--- config.mk ---
export PLATFORM = sky130hd
export DESIGN_NAME = ctc_core
export DESIGN_NICKNAME = d
export VERILOG_FILES = /design/src/core/ctc_pkg.sv /design/src/core/ctc_core.sv /design/src/core/ctc_timer.sv
export VERILOG_INCLUDE_DIRS = /design/src /design/src/core
export SDC_FILE = /design/constraint.sdc
export NUM_CORES = 1
export LEC_CHECK = 0
export ABC_CLOCK_PERIOD_IN_PS = 2900
export BUFFER_PORTS_ARGS = -buffer_cell sky130_fd_sc_hd__buf_4
export CAP_MARGIN = 20
export CORE_AREA = 2 2 151 109
export CTS_CLUSTER_DIAMETER = 30
export DETAILED_ROUTE_END_ITERATION = 7
export DIE_AREA = 0 0 153 111
export PLACE_DENSITY = 0.8
export SYNTH_ARGS = -nofsm -noshare
export SYNTH_HDL_FRONTEND = slang
export SYNTH_SLANG_ARGS = --single-unit
--- constraint.sdc ---
create_clock -name aclk -period 2.9 [get_ports aclk]
set_input_delay 0.87 -clock aclk [delete_from_list [all_inputs] [get_ports aclk]]
set_output_delay 0.87 -clock aclk [all_outputs]
set_load 0.01 [all_outputs]
--- src/core/ctc_map.svh ---
`ifndef CTC_MAP_SVH
`define CTC_MAP_SVH

// register byte offsets
`define CTC_ADDR_W          8
`define CTC_ADDR_CTRL       8'h00
`define CTC_ADDR_EXC        8'h04
`define CTC_ADDR_STATUS     8'h08
`define CTC_ADDR_RESULT     8'h0C

// control register fields
`define CTC_CTRL_START      0
`define CTC_CTRL_SLEEP      1
`define CTC_CTRL_CONT       2
`define CTC_CTRL_TURBO      3
`define CTC_CTRL_RATE_LSB   4
`define CTC_CTRL_RATE_MSB   6

// excitation register fields
`define CTC_EXC_CODE_LSB    0
`define CTC_EXC_CODE_MSB    2
`define CTC_EXC_R1_LSB      4
`define CTC_EXC_R1_MSB      6
`define CTC_EXC_R2_LSB      8
`define CTC_EXC_R2_MSB      10

// status register fields
`define CTC_ST_READY        0
`define CTC_ST_BUSY         1
`define CTC_ST_EXC_VALID    2
`define CTC_ST_BIAS         3
`define CTC_ST_ASLEEP       4

// bus responses
`define CTC_RESP_OKAY       2'h0
`define CTC_RESP_DECERR     2'h3

// clock and oscillator rates in kHz
`define CTC_CLK_KHZ         10000
`define CTC_OSC_NORM_KHZ    1024
`define CTC_OSC_TURBO_KHZ   2048
`define CTC_ACC_BITS        24
`define CTC_MOD_DIV_HALF    3'h7

// start latency in half oscillator periods: 28.5 and 105 periods
`define CTC_LAT_NORM_X2     17'h0_0039
`define CTC_LAT_TURBO_X2    17'h0_00D2

// excitation start-up time in microseconds
`define CTC_EXC_START_US    200

// continuous periods: 51192 22780 11532 5916 3116 1724 1036
`define CTC_CONT_0          16'hC7F8
`define CTC_CONT_1          16'h58FC
`define CTC_CONT_2          16'h2D0C
`define CTC_CONT_3          16'h171C
`define CTC_CONT_4          16'h0C2C
`define CTC_CONT_5          16'h06BC
`define CTC_CONT_6          16'h040C
// single-shot normal: 51213 22805 11557 5941 3141 1749 1061
`define CTC_SSN_0           16'hC80D
`define CTC_SSN_1           16'h5915
`define CTC_SSN_2           16'h2D25
`define CTC_SSN_3           16'h1735
`define CTC_SSN_4           16'h0C45
`define CTC_SSN_5           16'h06D5
`define CTC_SSN_6           16'h0425
// single-shot turbo: 51217 22809 11561 5945 3145 1753 1065
`define CTC_SST_0           16'hC811
`define CTC_SST_1           16'h5919
`define CTC_SST_2           16'h2D29
`define CTC_SST_3           16'h1739
`define CTC_SST_4           16'h0C49
`define CTC_SST_5           16'h06D9
`define CTC_SST_6           16'h0429

`endif

--- src/core/ctc_pkg.sv ---
package ctc_pkg;

  typedef enum logic [1:0] {
    CTC_IDLE    = 2'b00,
    CTC_LATENCY = 2'b01,
    CTC_CONV    = 2'b10,
    CTC_SINGLE  = 2'b11
  } ctc_state_type;

  typedef struct packed {
    logic [2:0] rate;
    logic       turbo;
    logic       continuous;
  } ctc_ctrl_type;

  typedef struct packed {
    logic [2:0] code;
    logic [2:0] route1;
    logic [2:0] route2;
  } ctc_exc_type;

endpackage

--- src/core/ctc_core.sv ---
// Behaviour
// - continuous results spaced from one ready falling edge to the next
// - first conversion starts 28.5 periods (normal) or 105 (turbo) after start
// - start latency added only before the first conversion after start
// - single-shot time runs from start latch to ready falling edge
// - continuous periods 51192 down to 1036 oscillator periods per rate
// - single-shot times per rate, separate normal and turbo tables
// - oscillator period is 1.024 MHz normal, 2.048 MHz turbo
// - every delivered result is settled; none discarded
// - three-bit current code selects source current, 000 is off
// - each source has its own three-bit routing field
// - allow 200 us start-up after a nonzero current code is programmed
// - single-shot keeps sources powered between conversions when code nonzero
// - sleep command powers sources down regardless of code
// - bias enabled whenever code nonzero and not asleep, even with no pin routed
// - current reaches a pin only while its routing field is nonzero
// - modulator tick at one quarter of the oscillator frequency
`timescale 1ns/1ns
`include "ctc_map.svh"
module ctc_core (
  // clock and reset
  input  wire logic                   aclk,
  input  wire logic                   aresetn,
  // axi4-lite write
  input  wire logic [`CTC_ADDR_W-1:0] s_axi_awaddr,
  input  wire logic                   s_axi_awvalid,
  output logic                        s_axi_awready,
  input  wire logic [31:0]            s_axi_wdata,
  input  wire logic [3:0]             s_axi_wstrb,
  input  wire logic                   s_axi_wvalid,
  output logic                        s_axi_wready,
  output logic [1:0]                  s_axi_bresp,
  output logic                        s_axi_bvalid,
  input  wire logic                   s_axi_bready,
  // axi4-lite read
  input  wire logic [`CTC_ADDR_W-1:0] s_axi_araddr,
  input  wire logic                   s_axi_arvalid,
  output logic                        s_axi_arready,
  output logic [31:0]                 s_axi_rdata,
  output logic [1:0]                  s_axi_rresp,
  output logic                        s_axi_rvalid,
  input  wire logic                   s_axi_rready,
  // filter result
  input  wire logic [23:0]            filter_data,
  // converter
  output logic                        result_ready_n,
  output logic                        mod_tick,
  // excitation
  output logic                        exc_bias_en,
  output logic [2:0]                  excitation_current_code,
  output logic [2:0]                  first_source_route,
  output logic [2:0]                  second_source_route,
  output logic                        first_source_drive,
  output logic                        second_source_drive,
  output logic                        exc_current_valid
);

  localparam logic [63:0] INC_N64 =
    ((64'(2 * `CTC_OSC_NORM_KHZ) << `CTC_ACC_BITS) + 64'(`CTC_CLK_KHZ / 2))
    / 64'(`CTC_CLK_KHZ);
  localparam logic [63:0] INC_T64 =
    ((64'(2 * `CTC_OSC_TURBO_KHZ) << `CTC_ACC_BITS) + 64'(`CTC_CLK_KHZ / 2))
    / 64'(`CTC_CLK_KHZ);
  localparam logic [`CTC_ACC_BITS-1:0] INC_NORM  = INC_N64[`CTC_ACC_BITS-1:0];
  localparam logic [`CTC_ACC_BITS-1:0] INC_TURBO = INC_T64[`CTC_ACC_BITS-1:0];
  localparam logic [11:0] EXC_START_CYC =
    12'((`CTC_EXC_START_US * `CTC_CLK_KHZ + 999) / 1000);

  function automatic logic [15:0] ctc_time(input logic [2:0] r, input logic ss,
                                           input logic tb);
    logic [15:0] c;
    logic [15:0] n;
    logic [15:0] t;
    unique case (r)
      3'h0: begin c = `CTC_CONT_0; n = `CTC_SSN_0; t = `CTC_SST_0; end
      3'h1: begin c = `CTC_CONT_1; n = `CTC_SSN_1; t = `CTC_SST_1; end
      3'h2: begin c = `CTC_CONT_2; n = `CTC_SSN_2; t = `CTC_SST_2; end
      3'h3: begin c = `CTC_CONT_3; n = `CTC_SSN_3; t = `CTC_SST_3; end
      3'h4: begin c = `CTC_CONT_4; n = `CTC_SSN_4; t = `CTC_SST_4; end
      3'h5: begin c = `CTC_CONT_5; n = `CTC_SSN_5; t = `CTC_SST_5; end
      default: begin c = `CTC_CONT_6; n = `CTC_SSN_6; t = `CTC_SST_6; end
    endcase
    return ss ? (tb ? t : n) : c;
  endfunction

  // bus registers
  logic                    aw_got_reg, aw_got_next;
  logic                    w_got_reg, w_got_next;
  logic [`CTC_ADDR_W-1:0]  awaddr_reg, awaddr_next;
  logic [31:0]             wdata_reg, wdata_next;
  logic [3:0]              wstrb_reg, wstrb_next;
  logic                    bvalid_reg, bvalid_next;
  logic [1:0]              bresp_reg, bresp_next;
  logic                    rvalid_reg, rvalid_next;
  logic [1:0]              rresp_reg, rresp_next;
  logic [31:0]             rdata_reg, rdata_next;
  logic                    wr_fire, rd_fire, start_cmd, sleep_cmd, result_read;
  // converter and excitation state
  ctc_pkg::ctc_ctrl_type   ctrl_reg, ctrl_next;
  ctc_pkg::ctc_ctrl_type   run_reg, run_next;
  ctc_pkg::ctc_exc_type    exc_reg, exc_next;
  ctc_pkg::ctc_state_type  state_reg, state_next;
  logic [`CTC_ACC_BITS-1:0] acc_reg, acc_next;
  logic                    half_tick_reg, half_tick_next;
  logic [2:0]              mod_cnt_reg, mod_cnt_next;
  logic                    mod_tick_reg, mod_tick_next;
  logic                    ready_n_reg, ready_n_next;
  logic [23:0]             result_reg, result_next;
  logic                    asleep_reg, asleep_next;
  logic                    bias_reg, bias_next;
  logic                    drv1_reg, drv1_next;
  logic                    drv2_reg, drv2_next;
  logic                    valid_reg, valid_next;
  logic                    conv_load, conv_done, conv_last, exc_load, exc_done;
  logic [16:0]             conv_val, conv_remain;
  logic [11:0]             exc_remain;

  assign wr_fire     = aw_got_reg && w_got_reg && !bvalid_reg;
  assign rd_fire     = s_axi_arvalid && !rvalid_reg;
  assign start_cmd   = wr_fire && awaddr_reg == `CTC_ADDR_CTRL && wstrb_reg[0]
                       && wdata_reg[`CTC_CTRL_START];
  assign sleep_cmd   = wr_fire && awaddr_reg == `CTC_ADDR_CTRL && wstrb_reg[0]
                       && wdata_reg[`CTC_CTRL_SLEEP];
  assign result_read = rd_fire && s_axi_araddr == `CTC_ADDR_RESULT;

  assign s_axi_awready = !aw_got_reg && !bvalid_reg;
  assign s_axi_wready  = !w_got_reg && !bvalid_reg;
  assign s_axi_bvalid  = bvalid_reg;
  assign s_axi_bresp   = bresp_reg;
  assign s_axi_arready = !rvalid_reg;
  assign s_axi_rvalid  = rvalid_reg;
  assign s_axi_rresp   = rresp_reg;
  assign s_axi_rdata   = rdata_reg;

  // register slave
  always_comb
  begin
    aw_got_next = aw_got_reg;
    w_got_next  = w_got_reg;
    awaddr_next = awaddr_reg;
    wdata_next  = wdata_reg;
    wstrb_next  = wstrb_reg;
    bvalid_next = bvalid_reg && !s_axi_bready;
    bresp_next  = bresp_reg;
    rvalid_next = rvalid_reg && !s_axi_rready;
    rresp_next  = rresp_reg;
    rdata_next  = rdata_reg;
    ctrl_next   = ctrl_reg;
    exc_next    = exc_reg;
    if (s_axi_awvalid && s_axi_awready)
    begin
      aw_got_next = 1'b1;
      awaddr_next = s_axi_awaddr;
    end
    if (s_axi_wvalid && s_axi_wready)
    begin
      w_got_next = 1'b1;
      wdata_next = s_axi_wdata;
      wstrb_next = s_axi_wstrb;
    end
    if (wr_fire)
    begin
      aw_got_next = 1'b0;
      w_got_next  = 1'b0;
      bvalid_next = 1'b1;
      bresp_next  = `CTC_RESP_OKAY;
      unique case (awaddr_reg)
        `CTC_ADDR_CTRL:
          if (wstrb_reg[0])
          begin
            ctrl_next.continuous = wdata_reg[`CTC_CTRL_CONT];
            ctrl_next.turbo      = wdata_reg[`CTC_CTRL_TURBO];
            ctrl_next.rate       = wdata_reg[`CTC_CTRL_RATE_MSB:`CTC_CTRL_RATE_LSB];
          end
        `CTC_ADDR_EXC:
        begin
          if (wstrb_reg[0])
          begin
            exc_next.code   = wdata_reg[`CTC_EXC_CODE_MSB:`CTC_EXC_CODE_LSB];
            exc_next.route1 = wdata_reg[`CTC_EXC_R1_MSB:`CTC_EXC_R1_LSB];
          end
          if (wstrb_reg[1])
            exc_next.route2 = wdata_reg[`CTC_EXC_R2_MSB:`CTC_EXC_R2_LSB];
        end
        `CTC_ADDR_STATUS, `CTC_ADDR_RESULT: ;
        default: bresp_next = `CTC_RESP_DECERR;
      endcase
    end
    if (rd_fire)
    begin
      rvalid_next = 1'b1;
      rresp_next  = `CTC_RESP_OKAY;
      rdata_next  = 32'h0000_0000;
      unique case (s_axi_araddr)
        `CTC_ADDR_CTRL:
        begin
          rdata_next[`CTC_CTRL_CONT]  = ctrl_reg.continuous;
          rdata_next[`CTC_CTRL_TURBO] = ctrl_reg.turbo;
          rdata_next[`CTC_CTRL_RATE_MSB:`CTC_CTRL_RATE_LSB] = ctrl_reg.rate;
        end
        `CTC_ADDR_EXC:
        begin
          rdata_next[`CTC_EXC_CODE_MSB:`CTC_EXC_CODE_LSB] = exc_reg.code;
          rdata_next[`CTC_EXC_R1_MSB:`CTC_EXC_R1_LSB]     = exc_reg.route1;
          rdata_next[`CTC_EXC_R2_MSB:`CTC_EXC_R2_LSB]     = exc_reg.route2;
        end
        `CTC_ADDR_STATUS:
        begin
          rdata_next[`CTC_ST_READY]     = !ready_n_reg;
          rdata_next[`CTC_ST_BUSY]      = state_reg != ctc_pkg::CTC_IDLE;
          rdata_next[`CTC_ST_EXC_VALID] = valid_reg;
          rdata_next[`CTC_ST_BIAS]      = bias_reg;
          rdata_next[`CTC_ST_ASLEEP]    = asleep_reg;
        end
        `CTC_ADDR_RESULT: rdata_next[23:0] = result_reg;
        default: rresp_next = `CTC_RESP_DECERR;
      endcase
    end
  end

  always_ff @(posedge aclk)
  begin
    if (!aresetn)
    begin
      aw_got_reg <= 1'b0;
      w_got_reg  <= 1'b0;
      awaddr_reg <= '0;
      wdata_reg  <= 32'h0000_0000;
      wstrb_reg  <= 4'h0;
      bvalid_reg <= 1'b0;
      bresp_reg  <= `CTC_RESP_OKAY;
      rvalid_reg <= 1'b0;
      rresp_reg  <= `CTC_RESP_OKAY;
      rdata_reg  <= 32'h0000_0000;
      ctrl_reg   <= '0;
      exc_reg    <= '0;
    end
    else
    begin
      aw_got_reg <= aw_got_next;
      w_got_reg  <= w_got_next;
      awaddr_reg <= awaddr_next;
      wdata_reg  <= wdata_next;
      wstrb_reg  <= wstrb_next;
      bvalid_reg <= bvalid_next;
      bresp_reg  <= bresp_next;
      rvalid_reg <= rvalid_next;
      rresp_reg  <= rresp_next;
      rdata_reg  <= rdata_next;
      ctrl_reg   <= ctrl_next;
      exc_reg    <= exc_next;
    end
  end

  // conversion sequencer, counted in half oscillator periods
  ctc_timer #(.W(17)) conv_timer (
    .aclk     (aclk),
    .aresetn  (aresetn),
    .load     (conv_load),
    .load_val (conv_val),
    .step     (half_tick_reg),
    .remain   (conv_remain),
    .last     (conv_last),
    .done     (conv_done)
  );

  always_comb
  begin
    {half_tick_next, acc_next} = {1'b0, acc_reg}
      + {1'b0, run_reg.turbo ? INC_TURBO : INC_NORM};
    mod_cnt_next  = mod_cnt_reg;
    mod_tick_next = 1'b0;
    if (half_tick_reg && state_reg != ctc_pkg::CTC_IDLE)
    begin
      mod_cnt_next  = mod_cnt_reg + 3'h1;
      mod_tick_next = mod_cnt_reg == `CTC_MOD_DIV_HALF;
    end
    state_next  = state_reg;
    run_next    = run_reg;
    conv_load   = 1'b0;
    conv_val    = 17'h0_0000;
    result_next = result_reg;
    ready_n_next = ready_n_reg;
    asleep_next = asleep_reg;
    if (result_read || (state_reg == ctc_pkg::CTC_CONV && conv_last))
      ready_n_next = 1'b1;
    unique case (state_reg)
      ctc_pkg::CTC_LATENCY:
        if (conv_done)
        begin
          state_next = ctc_pkg::CTC_CONV;
          conv_load  = 1'b1;
          conv_val   = {ctc_time(run_reg.rate, 1'b0, run_reg.turbo), 1'b0};
        end
      ctc_pkg::CTC_CONV:
        if (conv_done)
        begin
          conv_load = 1'b1;
          conv_val  = {ctc_time(run_reg.rate, 1'b0, run_reg.turbo), 1'b0};
        end
      ctc_pkg::CTC_SINGLE:
        if (conv_done)
          state_next = ctc_pkg::CTC_IDLE;
      ctc_pkg::CTC_IDLE: ;
    endcase
    // a sleeping sequencer ignores the timer still running down
    if (conv_done && (state_reg == ctc_pkg::CTC_CONV || state_reg == ctc_pkg::CTC_SINGLE))
    begin
      result_next  = filter_data;
      ready_n_next = 1'b0;
    end
    if (start_cmd)
    begin
      run_next     = ctrl_next;
      asleep_next  = 1'b0;
      mod_cnt_next = 3'h0;
      acc_next     = '0;
      ready_n_next = 1'b1;
      conv_load    = 1'b1;
      if (ctrl_next.continuous)
      begin
        state_next = ctc_pkg::CTC_LATENCY;
        conv_val   = ctrl_next.turbo ? `CTC_LAT_TURBO_X2 : `CTC_LAT_NORM_X2;
      end
      else
      begin
        state_next = ctc_pkg::CTC_SINGLE;
        conv_val   = {ctc_time(ctrl_next.rate, 1'b1, ctrl_next.turbo), 1'b0};
      end
    end
    if (sleep_cmd)
    begin
      asleep_next  = 1'b1;
      state_next   = ctc_pkg::CTC_IDLE;
      ready_n_next = 1'b1;
    end
  end

  always_ff @(posedge aclk)
  begin
    if (!aresetn)
    begin
      acc_reg       <= '0;
      half_tick_reg <= 1'b0;
      mod_cnt_reg   <= 3'h0;
      mod_tick_reg  <= 1'b0;
      state_reg     <= ctc_pkg::CTC_IDLE;
      run_reg       <= '0;
      result_reg    <= 24'h00_0000;
      ready_n_reg   <= 1'b1;
      asleep_reg    <= 1'b0;
    end
    else
    begin
      acc_reg       <= acc_next;
      half_tick_reg <= half_tick_next;
      mod_cnt_reg   <= mod_cnt_next;
      mod_tick_reg  <= mod_tick_next;
      state_reg     <= state_next;
      run_reg       <= run_next;
      result_reg    <= result_next;
      ready_n_reg   <= ready_n_next;
      asleep_reg    <= asleep_next;
    end
  end

  // excitation sources and their start-up wait
  assign exc_load = bias_next && (!bias_reg || exc_next.code != exc_reg.code);

  ctc_timer #(.W(12)) exc_timer (
    .aclk     (aclk),
    .aresetn  (aresetn),
    .load     (exc_load),
    .load_val (EXC_START_CYC),
    .step     (1'b1),
    .remain   (exc_remain),
    .last     (),
    .done     (exc_done)
  );

  always_comb
  begin
    bias_next  = exc_next.code != 3'h0 && !asleep_next;
    drv1_next  = bias_next && exc_next.route1 != 3'h0;
    drv2_next  = bias_next && exc_next.route2 != 3'h0;
    valid_next = bias_next && !exc_load && (valid_reg || exc_done);
  end

  always_ff @(posedge aclk)
  begin
    if (!aresetn)
    begin
      bias_reg  <= 1'b0;
      drv1_reg  <= 1'b0;
      drv2_reg  <= 1'b0;
      valid_reg <= 1'b0;
    end
    else
    begin
      bias_reg  <= bias_next;
      drv1_reg  <= drv1_next;
      drv2_reg  <= drv2_next;
      valid_reg <= valid_next;
    end
  end

  assign result_ready_n          = ready_n_reg;
  assign mod_tick                = mod_tick_reg;
  assign exc_bias_en             = bias_reg;
  assign excitation_current_code = exc_reg.code;
  assign first_source_route      = exc_reg.route1;
  assign second_source_route     = exc_reg.route2;
  assign first_source_drive      = drv1_reg;
  assign second_source_drive     = drv2_reg;
  assign exc_current_valid       = valid_reg;
endmodule

--- src/core/ctc_timer.sv ---
`timescale 1ns/1ns
module ctc_timer #(
  parameter int W = 17
) (
  // clock and reset
  input  wire logic         aclk,
  input  wire logic         aresetn,
  // control
  input  wire logic         load,
  input  wire logic [W-1:0] load_val,
  input  wire logic         step,
  // state
  output logic [W-1:0]      remain,
  output logic              last,
  output logic              done
);

  logic [W-1:0] remain_reg;
  logic [W-1:0] remain_next;

  assign last   = (remain_reg == W'(1));
  assign done   = last && step;
  assign remain = remain_reg;

  always_comb
  begin
    remain_next = remain_reg;
    if (load)
      remain_next = load_val;
    else if (step && remain_reg != '0)
      remain_next = remain_reg - W'(1);
  end

  always_ff @(posedge aclk)
  begin
    if (!aresetn)
      remain_reg <= '0;
    else
      remain_reg <= remain_next;
  end

endmodule

Word-level counts from Yosys, hierarchy flattened. Cells that the tools add are included.

Reductions and logical operators: 63. Add/sub/neg operators: 4. Equal/unequal tests: 25. Muxes and demuxes: 45. Bitwise logic cells: 1.

Operators with widths (number): one-hot mux 16 bit (6 select lines) (3); two-way mux 17 bit (6); == test 8 x 4 -> 1 bit, second input constant (4); adder 24 x 23 -> 25 bit (1); logical AND 1 bit (25); two-way mux 23 bit (1); two-way mux 11 bit (2); two-way mux 9 bit (2); == test 17 x 1 -> 1 bit, second input constant (1); nonzero test 17 bit (1); subtractor 17 x 1 -> 17 bit, second input constant (1); == test 8 x 3 -> 1 bit, second input constant (2); logical NOT 8 bit (2); two-way mux 16 bit (1); == test 3 bit, second input constant (5); two-way mux 5 bit (3); two-way mux 13 bit (1); == test 12 x 1 -> 1 bit, second input constant (1); == test 3 x 2 -> 1 bit, second input constant (4); two-way mux 2 bit (6); one-hot mux 2 bit (3 select lines) (2); nonzero test 12 bit (1); nonzero test 3 bit (4); subtractor 12 x 1 -> 12 bit, second input constant (1); 24 further kinds (58).

Input port bits: 83. Logic and storage cells: 171. Output and inout bits: 56. Register bits: 161.

Logic depth before layout (Yosys ltp).
Depth in word-level cells: 13. Gate-level depth with buffers: 10. Gate-level depth less buffers: 10.

By module. A second synthesis with hierarchy kept.

Cells, all modules: 927. Area, all modules: 7721.2 um2.

Modules (own cells, without submodules): ctc_core (instances 1, cells each 715, area each 5889.4 um2, sequential area each 2562.5 um2); ctc_timer (conv_timer) (instances 1, cells each 125, area each 1038.5 um2, sequential area each 340.3 um2); ctc_timer (exc_timer) (instances 1, cells each 87, area each 793.3 um2, sequential area each 240.2 um2).

Least setup slack after synthesis. Ideal clock, no wire load.

Path type: register to register. Start point: register run_reg[1] (netlist bit). End point: register acc_reg[19]. Arrival: 2.199 ns. Clock period less this slack: 2.326 ns. Cell stages (with the launch flop): 11. Setup slack: 0.574 ns. Cells stage by stage: dfxtp_1 -> inv_1 -> ha_1 -> inv_1 -> ha_1 -> nor2b_1 -> o21ba_2 -> o41a_1 -> a221oi_1 -> xor2_1 -> nor2_1.

Cells in the longest elaborated chain, start to end: 2.

Ends and longest elaborated chain: start: declaration (RTL line ctc_core.sv:100) `ctc_pkg::ctc_ctrl_type run_reg, run_next;`; start signal: assignment (RTL line ctc_core.sv:360) `run_reg <= run_next;`; two-way mux 23 bit (RTL line ctc_core.sv:270) `+ {1'b0, run_reg.turbo ? INC_TURBO : INC_NORM};`; adder 24 x 23 -> 25 bit (RTL line ctc_core.sv:270); end signal: assignment (RTL line ctc_core.sv:355) `acc_reg <= acc_next;`; end: declaration (RTL line ctc_core.sv:103) `` logic [`CTC_ACC_BITS-1:0] acc_reg, acc_next; ``.

Every way passes these cells. A chain may end at the register's enable or synchronous reset.

Worst setup path in the final report.
Start point: register run_reg[1] (netlist bit). End point: register acc_reg[18].

The elaborated chain is that of the path after synthesis.

==> key figures <==
Yosys
  – YS warnings: 0
  – Synth Cell Area: approximately 7600 µm²
  – Post-synthesis cell count: 924
  – Leading area contributor after synthesis: dfxtp_1
  – Register area share after synthesis: approximately two fifths
  – Top post-synthesis cells by area: dfxtp_1 41%, nand2_1 7.3%, a21oi_1 5.9%, nor2_1 4.9%, ha_1 3.8%
  – Synth Area per Inst: roughly 8.2 µm²
  – EDFF count, synth: 0
  – Async S/R FF share, synth: 0%
  – Synth Register Bits: 157
  – Share of the synthesized area in the top cell type: between 40% and 50%
  – Predominant post-synthesis flop cell: dfxtp_1
  – Synth cell types: 72

Hold path
  – Hold depth: 2
  – Hold Crit Class: flop to flop
  – Hold_sp: result_reg[2]$_SDFFE_PN0P_
  – WHS Endpoint: result_reg[2]$_SDFFE_PN0P_

STA
  – Hold slack final: 0.453 ns
  – Hold Fails Final Rpt: 0
  – Clock skew: around 0.012 ns
  – Worst Tran Pin Value: between 0.8 and 0.9 ns
  – RSZ-0062 raised after global routing: false
  – Final Max Tran Viols: 0
  – Total negative slack: 0 ns
  – Final setup viols: 0
  – Final period utilization: between 80% and 90%
  – Crit path time final: roughly 2.6 ns
  – Fmax: just under 0.4 GHz
  – Max-slew headroom: around 41%

Setup path
  – CP Buf/Inv Count: 1
  – WS Path Type: flop to flop
  – Reg2Reg Setup Slack: 0.33 ns
  – R2R depth: 8
  – WP data required: approximately 3.2 ns
  – Slowest CP cell: a2111oi_0
  – Max incr delay on CP: between 0.6 and 0.7 ns
  – Critical path cell sequence: buf_4, ha_1, o21ai_0, a2111oi_0, nor2_1, o31ai_1, and4_1, nor3_1
  – FF-to-FF Start: run_reg[1]$_SDFFE_PN0P_
  – Critical Path Start Type: flop
  – CP delay by family, top: compound AO/OA/AOI/OAI gates
  – Endpoint class of the critical path: flop
  – R2R Path End: acc_reg[18]$_SDFF_PP0_
  – Crit Path Max Fanout: 7
  – Critical path arrival: ~2.9 ns

Power
  – Leak Pwr: 3.69 nW
  – VDD IR max: around 0.46 mV
  – Reg power frac: a little over two fifths
  – P_int: 3.95 mW
  – Switching part of the total power: roughly 30%
  – PD cells: approximately 620 nW/µm²
  – P_sw: 1.69 mW
  – Combinational power share: between 15 and 20%
  – Clk pwr share: between 30% and 40%

Finish
  – Seq. cell area: 3140 µm²
  – Multi-input logic area: roughly 4100 µm²
  – Commonest non-fill, non-tap cell in the layout: dfxtp_1
  – Layout cells sized above 1: 17.0%
  – Post-route cell area: between 9000 and 10000 µm²
  – # nets final: approximately 1100
  – Core Util, Final: between 50 and 60%
  – Non-Filler Instances: 1233
  – Area Overhead vs Synth: 19.7%
  – Fill cell count: 1358
  – ANT cells: 0
  – Commonest non-fill, non-tap cells in the layout: 157 x dfxtp_1, 148 x nand2_1, 120 x buf_4

Placed design
  – IO buf count: approximately 110
  – RePlAce Congestion: roughly 0.94
  – HPWL after DPL: roughly 13000 µm
  – Placed inst area: 8520 µm²
  – Placed cells: ~1200

Drt
  – Drt first pass iters: 5
  – Vias per std cell: about 5.6
  – WL/cell: between 15 and 20 µm
  – Post-route DRC: 0
  – Antenna-violating nets left: 0
  – WL final: 19500 µm
  – Via count: 6956
  – DR iter-0 viols: 607

Die
  – Initial Util: between 40% and 50%
  – IO Pins: approximately 140
  – Core area: 15800 µm²
  – Vert. Die Dim: 111 µm
  – Die ar.: ~17000 µm²
  – Die X-Extent: around 150 µm
  – FP Rows: 39

CTS
  – Total CTS buffers: 17
  – Clock tree buffer depth: 2
  – Root Buffer: clkbuf_16
  – CTS tree: built
  – Clock transition at path regs: about 0.07 ns
  – # H-tree levels: 4
  – Post-CTS setup repair buffer count: 0
  – Post-CTS sizing: 0
  – Cts hold-fix bufs: 0
  – CTS sink cnt: 157
  – Clk_lat worst skew: between 0.4 and 0.5 ns

Flow run
  – Max cap viols: 0

Outcome
  – Status: complete, no violations

Global routing
  – All-Layer GR Usage: roughly 23%
  – Largest net degree at the start of global routing: 100
  – Initial antenna violation count: 0
  – Grt ovf: 0
  – First-pass GRT wire length: between 30000 and 40000 µm
  – Vias in the first global route: around 6500
-- routing by layer --
| metal | share of wire [%] | GRT usage [%] |
|---|---|---|
| met1 | 45 | 31.9 |
| met2 | 43 | 34.5 |
| met3 | 8.9 | 7.04 |
| met4 | 2.1 | 8.15 |
| met5 | 0 | 0 |
-- cell usage after synthesis, types with 12 or more instances --
cell type	number
nor2_1	99
o21ai_1	12
a22oi_1	23
nand2_1	148
inv_1	26
a21oi_1	89
o21ai_0	30
a211oi_1	12
xnor2_1	18
nor3_1	29
nand3_1	16
nor4_1	12
clkbuf_1	40
dfxtp_1	157
ha_1	23
mux2i_1	25
-- area by class of cell --
type                            instances  area share, %
Tap cell                              205           2.82
Timing Repair Buffer                  121           10.1
Clock inverter                         12           1.38
Sequential cell                       157           34.6
Clock buffer                           20           4.81
Inverter                               27           1.12
Multi-Input combinational cell        691           45.2
-- per-stage QoR --
step           setup slack (ns)  power [mW]
4_1_cts                   0.324        5.64
2_1_floorplan             0.574        3.24
6_report                  0.326        5.64
3_5_place_dp              0.378        3.48
5_1_grt                   0.164        5.90
3_3_place_gp              0.409        3.45
-- logic make-up after synthesis --
logic type	count (synthesis)	share of synthesized area [%]
fa+ha+maj	23	3.79
other cells	1	0.0494
mux	33	4.78
flops	157	41.4
compound gates	215	17.5
buf+inv	83	4.90
simple gates	383	24.3
xor+xnor	29	3.35
-- worst reg2reg max path, cell delays in order (launching register included) --
cell and delay [ns]:
dfxtp_1 0.31, buf_4 0.17, ha_1 0.31, o21ai_0 0.12, a2111oi_0 0.61, nor2_1 0.21
o31ai_1 0.44, and4_1 0.25, nor3_1 0.04
-- power groups by stage --
stage | registers, mW | clock network (mW) | logic [mW]
final | 2.46 | 2.17 | 1.01
after global routing | 2.48 | 2.27 | 1.14
after CTS | 2.46 | 2.18 | 1.00
after detailed placement | 2.50 | 0 | 0.981
after global placement | 2.49 | 0 | 0.959
after floorplan | 2.45 | 0 | 0.782
-- worst max path at each step --
stage | depth (start not counted) | end | slack (ns) | start
2_1_floorplan | 10 | acc_reg[19]$_SDFF_PP0_ | 0.57 | run_reg[1]$_SDFFE_PN0P_
3_3_place_gp | 8 | acc_reg[18]$_SDFF_PP0_ | 0.41 | run_reg[1]$_SDFFE_PN0P_
3_5_place_dp | 8 | acc_reg[18]$_SDFF_PP0_ | 0.38 | run_reg[1]$_SDFFE_PN0P_
4_1_cts | 8 | acc_reg[18]$_SDFF_PP0_ | 0.32 | run_reg[1]$_SDFFE_PN0P_
5_1_grt | 8 | acc_reg[18]$_SDFF_PP0_ | 0.16 | run_reg[1]$_SDFFE_PN0P_
6_report | 8 | acc_reg[18]$_SDFF_PP0_ | 0.33 | run_reg[1]$_SDFFE_PN0P_
Note: power is estimated with default switching activity, not from simulation.
